### src/tbbc_pkg.sv
// constants shared by the 10 Mb/s test pattern and self-test control block
package tbbc_pkg;
    // register indices on the management register port
    localparam logic [4:0]  TBBC_OFS_TENBASE_SC  = 5'h1a;
    localparam logic [4:0]  TBBC_OFS_DRV_TEST    = 5'h1b;
    // field positions, status/control register
    localparam int          TBBC_SC_GUARD_OFF    = 0;
    localparam int          TBBC_SC_SQE_OFF      = 1;
    localparam int          TBBC_SC_RSVD_ONE     = 2;
    // field positions, driver test / self-test register
    localparam int          TBBC_DT_CHOICE_LO    = 0;
    localparam int          TBBC_DT_GAP_SEL      = 2;
    localparam int          TBBC_DT_PATT_ON      = 4;
    localparam int          TBBC_DT_NONSTOP      = 5;
    localparam int          TBBC_DT_ERRCNT_LO    = 8;
    // reset values
    localparam logic [2:0]  TBBC_SC_RESET        = 3'h4;
    localparam logic [5:0]  TBBC_DT_RESET        = 6'h00;
    localparam logic [15:0] TBBC_RDATA_RESET     = 16'h0000;
    // pattern choice encodings
    localparam logic [1:0]  TBBC_PAT_DATA_EOP_A  = 2'h0;
    localparam logic [1:0]  TBBC_PAT_DATA_EOP_B  = 2'h1;
    localparam logic [1:0]  TBBC_PAT_LINK_PULSE  = 2'h2;
    localparam logic [1:0]  TBBC_PAT_MANCH_ONES  = 2'h3;
    // timing
    localparam int          TBBC_CLK_PERIOD_PS   = 40000;
    localparam int          TBBC_GAP_LONG_US     = 15;
    localparam int          TBBC_GAP_SHORT_US    = 10;
    localparam int          TBBC_GAP_LONG_CYC    =
        (TBBC_GAP_LONG_US * 1000000 + TBBC_CLK_PERIOD_PS - 1) / TBBC_CLK_PERIOD_PS;
    localparam int          TBBC_GAP_SHORT_CYC   =
        (TBBC_GAP_SHORT_US * 1000000 + TBBC_CLK_PERIOD_PS - 1) / TBBC_CLK_PERIOD_PS;
    localparam int          TBBC_SEQ_CYC         = 64;
    // pattern sequencer states
    typedef enum logic [1:0] {TBBC_ST_IDLE, TBBC_ST_SEND, TBBC_ST_GAP} tbbc_state_t;
endpackage

### src/tbbc_ctrl.sv
// 10 Mb/s test pattern, heartbeat/jabber and packet self-test control block
`timescale 1ns/1ps
module tbbc_ctrl
    import tbbc_pkg::*;
#(
    parameter int ERR_W     = 8,
    parameter int SEQ_CYC   = TBBC_SEQ_CYC,
    parameter int GAP_LONG  = TBBC_GAP_LONG_CYC,
    parameter int GAP_SHORT = TBBC_GAP_SHORT_CYC
) (
    input  wire logic        clk_sys,
    input  wire logic        arst_n,
    input  wire logic        ce,
    // register port from the management interface logic
    input  wire logic        mgmt_wr,
    input  wire logic        mgmt_rd,
    input  wire logic [4:0]  mgmt_addr,
    input  wire logic [15:0] mgmt_wdata,
    output logic      [15:0] mgmt_rdata_q,
    // port operating mode
    input  wire logic        speed_100,
    input  wire logic        full_duplex,
    // main self-test controls and receive checker
    input  wire logic        selftest_run,
    input  wire logic        selftest_start,
    input  wire logic        rx_nibble_err,
    // outputs to the 10 Mb/s transmit path
    output logic             sqe_enable_q,
    output logic             jabber_enable_q,
    output logic             selftest_nonstop_tx_q,
    output logic             pattern_send_q,
    output logic [1:0]       pattern_kind_q
);
    logic [2:0]       sc_q;
    logic [5:0]       dt_q;
    logic [ERR_W-1:0] selftest_nibble_err_cnt_q;
    logic [9:0]       low_run_q;
    logic [9:0]       high_run_q;
    logic             sqe_pulse_off;
    logic             long_tx_guard_off;
    logic             selftest_nonstop_tx;
    logic             driver_pattern_on;
    logic             pattern_gap_sel;
    logic [1:0]       driver_pattern_choice;

    assign long_tx_guard_off     = sc_q[TBBC_SC_GUARD_OFF];
    assign sqe_pulse_off         = sc_q[TBBC_SC_SQE_OFF];
    assign driver_pattern_choice = dt_q[TBBC_DT_CHOICE_LO +: 2];
    assign pattern_gap_sel       = dt_q[TBBC_DT_GAP_SEL];
    assign driver_pattern_on     = dt_q[TBBC_DT_PATT_ON];
    assign selftest_nonstop_tx   = dt_q[TBBC_DT_NONSTOP];

    // pick out the one register an access hits
    function automatic logic hit(input logic [4:0] a, input logic [4:0] ofs);
        hit = (a == ofs);
    endfunction

    // control writes; only bits 2:0 of the status register and bits 5:0 of the driver test register are held
    always_ff @(posedge clk_sys or negedge arst_n) begin
        if (!arst_n) begin
            sc_q <= TBBC_SC_RESET;
            dt_q <= TBBC_DT_RESET;
        end else if (ce && mgmt_wr) begin
            if (hit(mgmt_addr, TBBC_OFS_TENBASE_SC)) begin
                // reserved bit stored as written; software keeps it one
                sc_q <= mgmt_wdata[2:0];
            end
            if (hit(mgmt_addr, TBBC_OFS_DRV_TEST)) begin
                dt_q <= mgmt_wdata[5:0];
            end
        end
    end

    // readback registered so the port comes from a flip-flop
    always_ff @(posedge clk_sys or negedge arst_n) begin
        if (!arst_n) begin
            mgmt_rdata_q <= TBBC_RDATA_RESET;
        end else if (ce && mgmt_rd) begin
            if (hit(mgmt_addr, TBBC_OFS_TENBASE_SC)) begin
                mgmt_rdata_q <= {13'h0000, sc_q};
            end else if (hit(mgmt_addr, TBBC_OFS_DRV_TEST)) begin
                mgmt_rdata_q <= {selftest_nibble_err_cnt_q, 2'h0, dt_q};
            end else begin
                mgmt_rdata_q <= TBBC_RDATA_RESET;
            end
        end
    end

    // heartbeat only ever runs at 10 Mb/s half duplex
    always_ff @(posedge clk_sys or negedge arst_n) begin
        if (!arst_n) begin
            sqe_enable_q <= 1'b0;
        end else if (ce) begin
            sqe_enable_q <= !speed_100 && !full_duplex
                            && !sqe_pulse_off;
        end
    end

    // jabber guard; the bit is meaningless at 100 Mb/s so guard reads off there
    always_ff @(posedge clk_sys or negedge arst_n) begin
        if (!arst_n) begin
            jabber_enable_q <= 1'b0;
        end else if (ce) begin
            jabber_enable_q <= !speed_100 && !long_tx_guard_off;
        end
    end

    // nonstop random stream needs the main self-test running as well;
    // at 10 Mb/s the jabber guard would cut it unless software set the off bit
    always_ff @(posedge clk_sys or negedge arst_n) begin
        if (!arst_n) begin
            selftest_nonstop_tx_q <= 1'b0;
        end else if (ce) begin
            selftest_nonstop_tx_q <= selftest_nonstop_tx && selftest_run;
        end
    end

    // errored nibble counter: restart clears, top value sticks
    always_ff @(posedge clk_sys or negedge arst_n) begin
        if (!arst_n) begin
            selftest_nibble_err_cnt_q <= '0;
        end else if (ce) begin
            if (selftest_start) begin
                selftest_nibble_err_cnt_q <= '0;
            end else if (selftest_run && rx_nibble_err
                         && selftest_nibble_err_cnt_q != '1) begin
                selftest_nibble_err_cnt_q <= selftest_nibble_err_cnt_q + 1'b1;
            end
        end
    end

    // helper for the gap checks: length of the current low run while enabled
    always_ff @(posedge clk_sys or negedge arst_n) begin
        if (!arst_n) begin
            low_run_q <= '0;
        end else if (ce) begin
            if (!driver_pattern_on || pattern_send_q) begin
                low_run_q <= '0;
            end else if (low_run_q != '1) begin
                low_run_q <= low_run_q + 1'b1;
            end
        end
    end

    // helper for the burst check: length of the current high run while enabled
    always_ff @(posedge clk_sys or negedge arst_n) begin
        if (!arst_n) begin
            high_run_q <= '0;
        end else if (ce) begin
            if (!driver_pattern_on || !pattern_send_q) begin
                high_run_q <= '0;
            end else if (high_run_q != '1) begin
                high_run_q <= high_run_q + 1'b1;
            end
        end
    end

    // pattern burst and gap timing lives in its own sequencer
    tbbc_pattern_seq #(
        .SEQ_CYC   (SEQ_CYC),
        .GAP_LONG  (GAP_LONG),
        .GAP_SHORT (GAP_SHORT)
    ) u_seq (
        .clk_sys               (clk_sys),
        .arst_n                (arst_n),
        .ce                    (ce),
        .driver_pattern_on     (driver_pattern_on),
        .pattern_gap_sel       (pattern_gap_sel),
        .driver_pattern_choice (driver_pattern_choice),
        .pattern_send_q        (pattern_send_q),
        .pattern_kind_q        (pattern_kind_q)
    );
endmodule

### src/tbbc_pattern_seq.sv
// common-driver test pattern sequencer: sequence bursts separated by idle gaps
`timescale 1ns/1ps
module tbbc_pattern_seq
    import tbbc_pkg::*;
#(
    parameter int SEQ_CYC   = TBBC_SEQ_CYC,
    parameter int GAP_LONG  = TBBC_GAP_LONG_CYC,
    parameter int GAP_SHORT = TBBC_GAP_SHORT_CYC
) (
    input  wire logic       clk_sys,
    input  wire logic       arst_n,
    input  wire logic       ce,
    input  wire logic       driver_pattern_on,
    input  wire logic       pattern_gap_sel,
    input  wire logic [1:0] driver_pattern_choice,
    output logic            pattern_send_q,
    output logic [1:0]      pattern_kind_q
);
    localparam int CW = 10;
    tbbc_state_t   state_q;
    logic [CW-1:0] cnt_q;

    // sequencer; constant ones have no gaps so they stay in send
    always_ff @(posedge clk_sys or negedge arst_n) begin
        if (!arst_n) begin
            state_q        <= TBBC_ST_IDLE;
            cnt_q          <= '0;
            pattern_send_q <= 1'b0;
            pattern_kind_q <= TBBC_PAT_DATA_EOP_A;
        end else if (ce) begin
            pattern_kind_q <= driver_pattern_choice;
            if (!driver_pattern_on) begin
                state_q        <= TBBC_ST_IDLE;
                cnt_q          <= '0;
                pattern_send_q <= 1'b0;
            end else begin
                case (state_q)
                    TBBC_ST_IDLE: begin
                        state_q        <= TBBC_ST_SEND;
                        cnt_q          <= CW'(SEQ_CYC - 1);
                        pattern_send_q <= 1'b1;
                    end
                    TBBC_ST_SEND: begin
                        if (driver_pattern_choice == TBBC_PAT_MANCH_ONES) begin
                            cnt_q <= CW'(SEQ_CYC - 1);
                        end else if (cnt_q == '0) begin
                            state_q        <= TBBC_ST_GAP;
                            pattern_send_q <= 1'b0;
                            // gap loaded one short and counted down to zero so idle lasts exactly the gap
                            cnt_q <= pattern_gap_sel ? CW'(GAP_LONG - 1)
                                                     : CW'(GAP_SHORT - 1);
                        end else begin
                            cnt_q <= cnt_q - 1'b1;
                        end
                    end
                    TBBC_ST_GAP: begin
                        if (cnt_q == '0) begin
                            state_q        <= TBBC_ST_SEND;
                            cnt_q          <= CW'(SEQ_CYC - 1);
                            pattern_send_q <= 1'b1;
                        end else begin
                            cnt_q <= cnt_q - 1'b1;
                        end
                    end
                    default: begin
                        state_q        <= TBBC_ST_IDLE;
                        pattern_send_q <= 1'b0;
                    end
                endcase
            end
        end
    end
endmodule

### config.mk
export PLATFORM = sky130hd
export DESIGN_NAME = tbbc_ctrl
export DESIGN_NICKNAME = d
export VERILOG_FILES = /design/src/tbbc_pkg.sv /design/src/tbbc_ctrl.sv /design/src/tbbc_pattern_seq.sv
export SDC_FILE = /design/constraint.sdc
export NUM_CORES = 1
export LEC_CHECK = 0
export BUFFER_PORTS_ARGS = -buffer_cell sky130_fd_sc_hd__clkbuf_2
export CORE_MARGIN = 4
export CORE_UTILIZATION = 35
export CTS_CLUSTER_SIZE = 25
export DETAILED_ROUTE_END_ITERATION = 8
export PLACE_DENSITY = 0.56
export SYNTH_ARGS = -nofsm -noshare
export SYNTH_HDL_FRONTEND = slang
export SYNTH_SLANG_ARGS = --single-unit
export TNS_END_PERCENT = 20
### constraint.sdc
create_clock -name clk_sys -period 1.95 [get_ports clk_sys]
set_clock_uncertainty 0.2 [all_clocks]
set_input_delay 0.195 -clock clk_sys [delete_from_list [all_inputs] [get_ports clk_sys]]
set_output_delay 0.195 -clock clk_sys [all_outputs]
set_load 0.005 [all_outputs]
* After elaboration in Yosys (flattened, before gate mapping) *
Cells that the tools add are included.

storage, ports and cells
  logic and storage cells = 63
  input bits = 31
  register bits after elaboration = 51

operators by class
  multiplexer cells = 20
  add/sub/neg operators = 2
  equal/unequal tests = 10
  reductions and logical operators = 20

operators by type and width
  cell                                                 number
  two-way mux 10 bit                                   4
  two-way mux 16 bit                                   2
  case mux 10 bit (3 select lines)                     1
  two-way mux 8 bit                                    2
  equality test 5 bit, second input constant           2
  zero test 10 bit                                     1
  subtractor 10 x 1 -> 10 bit, second input constant   1
  two-way mux 9 bit                                    1
  adder 8 x 1 -> 8 bit, second input constant          1
  logical AND 1 bit                                    8
  two-way mux 2 bit                                    4
  != test 8 bit, second input constant                 1
  AND reduction 2 bit                                  4
  != test 3 x 2 -> 1 bit, second input constant        2
  case mux 2 bit (3 select lines)                      1
  equality test 2 bit, second input constant           2
  zero test 1 bit                                      4
  two-way mux 1 bit                                    4
  != test 4 x 1 -> 1 bit, second input constant        1
  AND reduction 4 bit                                  1
  != test 3 bit, second input constant                 1
  case mux 1 bit (3 select lines)                      1
  equality test 2 x 1 -> 1 bit, second input constant  1
  zero test 2 bit                                      1
  nonzero test 2 bit                                   1

* Depth between registers and ports, before layout *
  word-level depth = 5
  mapped depth = 8
  mapped depth without buffers = 6

* Cells and area by module *
Synthesis repeated with hierarchy kept, for this count alone.

second synthesis, totals
  cell total of the unflattened synthesis = 258
  area, all modules = 2560.0 µm²

by module, submodules not included
  module            sequential area each (µm²)  cells each  instances  area each (µm²)
  tbbc_ctrl         852.1                       151         1          1572.8
  tbbc_pattern_seq  350.3                       107         1          987.2

* Worst setup path before layout *
No wires, ideal clock.

  kind = reg2reg
  from = reg u_seq.state_q[1]
  to = reg u_seq.cnt_q[9]
  clock period less this slack = 2.024 ns
  buffers on the path = 1
  data required time = 1.674 ns
  slack = -0.074 ns
  arrival = 1.748 ns
  cell stages (with the launch flop) = 8
  cells stage by stage = dfrtp_1 inv_1 ha_1 buf_2 a21bo_2 a21o_1 or4_1 o21ai_1

between the ends
  longest elaborated chain between the ends = 3
  elaborated cells between the ends (all ways) = 7
  classes of those cells = eq/ne (3); mux (2); reduce/logical (2)

RTL lines
  item                                                                        line                    source
  from (decl)                                                                 tbbc_pattern_seq.sv:20  tbbc_state_t state_q;
  from (signal assigned)                                                      tbbc_pattern_seq.sv:26  state_q <= TBBC_ST_IDLE;
  from (signal assigned)                                                      tbbc_pattern_seq.sv:33  state_q <= TBBC_ST_IDLE;
  from (signal assigned)                                                      tbbc_pattern_seq.sv:39  state_q <= TBBC_ST_SEND;
  equality test 2 bit, or another cell as far along                           tbbc_pattern_seq.sv:37  case (state_q)
  case mux 10 bit (3 select lines) or != test 4 x 1 -> 1 bit (tied branches)  -
  two-way mux 10 bit or AND reduction 2 bit (tied branches)                   -
  to (signal assigned)                                                        tbbc_pattern_seq.sv:40  cnt_q <= CW'(SEQ_CYC - 1);
  to (signal assigned)                                                        tbbc_pattern_seq.sv:45  cnt_q <= CW'(SEQ_CYC - 1);
  to (signal assigned)                                                        tbbc_pattern_seq.sv:50  cnt_q <= pattern_gap_sel ? CW'(GAP_LONG - 1)
  to (decl)                                                                   tbbc_pattern_seq.sv:21  logic [CW-1:0] cnt_q;

Several ways; a longest one is shown, not always the timed one.
A chain may end at the register's enable or synchronous reset.

* Worst setup path after layout *
  from = reg u_seq.state_q[0]
  to = reg u_seq.cnt_q[6]

The elaborated chain is that of the path after synthesis.

==> flow_summary.toml <==
[outcome]
status = "finished, final reports clean"

[floorplan]
die_y_um = 93.2
die-width_um = 93.2
rows = 30
die_area_um2 = 8680
ios = 53
core-area_um2 = 6910
initial_core_util_pct = 36.8

[layout]
syn_to_final_growth_pct = 35.3
finalNetCount = 364
nFillCells = 676
sequential_cell_area_um2 = 1230
drive_above_1_share_pct = 38.7
multi_input_area_um2 = 1300
antenna_cells = 0
stdcell_area_um2 = 3440

[sta]
rsz0062_at_grt = "true"
finalCritPeriodShare_pct = 99.5
slew_viol_final = 0
finalWorstSetupSlack_ns = 0.0103
fin_crit_ns = 1.94
hold_viol = 0
setup_viol = 0
fmax_ghz = 0.516

[clocking]
cts.path.max_buffers = 2
cts_sinks = 49
clkSlewWorstSetupHoldPaths_ns = 0.09
cts_buffers = 5
cts_tree = "yes"
clockRootBuffer = "clkbuf_8"
h-tree-depth = 2
insertion_delay_ns = 0.30

[logic_synthesis]
synth_common_cells = "48 x dfrtp_1, 19 x nand2_1, 14 x mux2_2, 13 x inv_1, 12 x a22o_1"
post-synth-top-count-cell = "dfrtp_1"
yosysTopAreaCell = "dfrtp_1"
netlist_area_um2 = 2540
synth_flop_cell = "dfrtp_1"
async_flop_share_pct = 100
yosys_warnings = 0
synthTopCellsByArea = "dfrtp_1 47%, mux2_2 6.2%, a22o_1 4.1%"
synth_edf_count = 0
avgSynthCellArea_um2 = 10.5
synthCells = 242
synth.top_cell.area_share_pct = 47.3
ys_seq_elements = 49
synth.distinct_cells = 54
seq_area_frac_synth_pct = 48.3

[min_path]
min_path_type = "in2reg"

[placed_design]
gp_congestion = 0.796
dpl.hpwl_um = 4630
port_buffers = 40
dpl_cell_area_um2 = 3130
place_ws_ns = -0.0330

[route]
vias_per_cell = 5.30
vias = 2249
dr.pass1.iters = 4
detail_route.wl_per_cell_um = 14.8
totalWireLength_um = 6290
initialDrtViolationCount = 111
ant_nets = 0
drc = 0

[worst_setup_path]
critPathRequiredTime_ns = 1.94
crit_slowest_cell = "dfrtp_1"
path_max_fanout = 6
cp.arrival_ns = 1.93
cp-start-kind = "flip-flop"
cp-end-kind = "flip-flop"
worstPathCellList = "buf_6 > ha_4 > or2_4 > o31ai_2 > buf_4 > a2111oi_2 > mux2_4"
crit_type = "reg2reg"
slowest_delay_ns = 0.41

[global_route]
grt_max_degree = 34
grt_pass1_wl_um = 10400
grt_pass1_vias = 2173
overflow = 0
grt_use_total_pct = 15.1
antenna_found_initial = 0

[pwr]
p_per_area_nw_per_um2 = 806
ir_worst_vdd_v = 0.000576
power_leakage_nw = 1.64

[flow_run]
drv_cap = 0
## through the flow
stage | TNS [ns] | total power [W] | hold slack (ns) | utilization, % | std cells
floorplan | -0.0300 | 0.00161 | -0.301 | - | 243
global placement | -0.0574 | 0.00197 | -0.0355 | 45.3 | 405
detailed placement | -0.0605 | 0.00198 | -0.0333 | 45.3 | 405
CTS | -0.0411 | 0.00275 | 0.000216 | 48.6 | 422
global route | -0.180 | 0.00294 | 0.0138 | 49.7 | 424
finish | 0 | 0.00277 | 0.00872 | 49.7 | 424
## cell families after synthesis
| group | count (synthesis) | synth area share [%] |
|---|---|---|
| and+or+nand+nor | 72 | 15.5 |
| adders and majority gates | 6 | 2.96 |
| DFF | 49 | 48.3 |
| AOI/OAI and AO/OA | 69 | 20.6 |
| buffers and inverters | 26 | 4.29 |
| xor gates and xnor gates | 1 | 0.345 |
| other | 1 | 0.148 |
| muxes | 18 | 7.79 |
## per-layer routing
layer  part of all wire, %  up-vias  wire (um)  track usage [%]
met5                     0        -          0                0
met4                  0.83        0         52             4.52
met3                   5.3        4        334             3.30
met2                    46       63       2910             23.0
met1                    48     1098       2990             21.5
li1                      -     1084          -                -
## layout by cell type, fill, tap and decap left out, drive strengths merged, types with 2 or more instances in the layout
cell type / instances
o22ai: 3
o21ai: 8
a221o: 2
conb: 2
nand4: 5
a21oi: 6
o211ai: 5
nand2b: 2
o41ai: 2
a21o: 4
clkbuf: 45
or3: 2
nor3: 8
buf: 42
a2bb2oi: 2
a31oi: 3
o21bai: 2
a22o: 12
inv: 14
dfrtp: 48
nand3: 11
nor3b: 2
a21boi: 2
or4: 2
mux2: 14
nand3b: 2
and3: 6
o31ai: 6
nand2: 19
o2111ai: 2
o311ai: 3
nor2: 7
nor4: 2
dlygate4sd3: 8
ha: 6
mux2i: 4
## report_power, final
group          internal [W]  switching [W]
sequential          0.00110      0.0000950
clock              0.000385       0.000344
combinational      0.000450       0.000400
total               0.00193       0.000839
## state kept, by name, indices dropped and copies added, names as in the netlist
signal                     flops
selftest_nonstop_tx_q          1
u_seq.pattern_kind_q           2
mgmt_rdata_q                  14
sc_q                           3
sqe_enable_q                   1
u_seq.cnt_q                   10
jabber_enable_q                1
dt_q                           6
selftest_nibble_err_cnt_q      8
u_seq.state_q                  2
u_seq.pattern_send_q           1
## critical path, delay by kind of cell (launching register included)
| family | cells | cell delay [ns] |
|---|---|---|
| AND/OR/NAND/NOR | 1 | 0.23 |
| buffers and inverters | 2 | 0.31 |
| multiplexers | 1 | 0.27 |
| AO/OA/AOI/OAI | 2 | 0.24 |
| adder cells (fa/ha/maj) | 1 | 0.16 |
| flip-flops | 1 | 0.41 |
## what timing repair did
| action | in CTS | in global routing |
|---|---|---|
| hold endpoints to repair | 27 | 0 |
| pin swaps | 0 | 4 |
| setup endpoints to repair | 3 | 13 |
| gates resized for setup | 5 | 20 |
| setup buffers | 1 | 2 |
| hold buffers | 8 | 0 |
## path summary, 6_finish.rpt
check	start	end	slack, ns	depth (start not counted)
max	u_seq.state_q[0]	u_seq.cnt_q[6]	0.01	7
min	selftest_run	selftest_nonstop_tx_q	0.009	3
max reg2reg	u_seq.state_q[0]	u_seq.cnt_q[6]	0.01	7
min reg2reg	mgmt_rdata_q[1]	mgmt_rdata_q[1]	0.30	2
max in group asynchronous	arst_n	sc_q[2]	0.80	3
min in group asynchronous	arst_n	mgmt_rdata_q[13]	0.16	2
## layout make-up
cell class,count,area share [%]
Multi-Input combinational cell,168,37.8
Sequential cell,49,35.7
Timing Repair Buffer,90,18.3
Tap cell,96,3.50
Clock buffer,5,2.00
Inverter,13,1.42
Clock inverter,3,1.27
No activity file was read; power rests on OpenSTA's default activity.
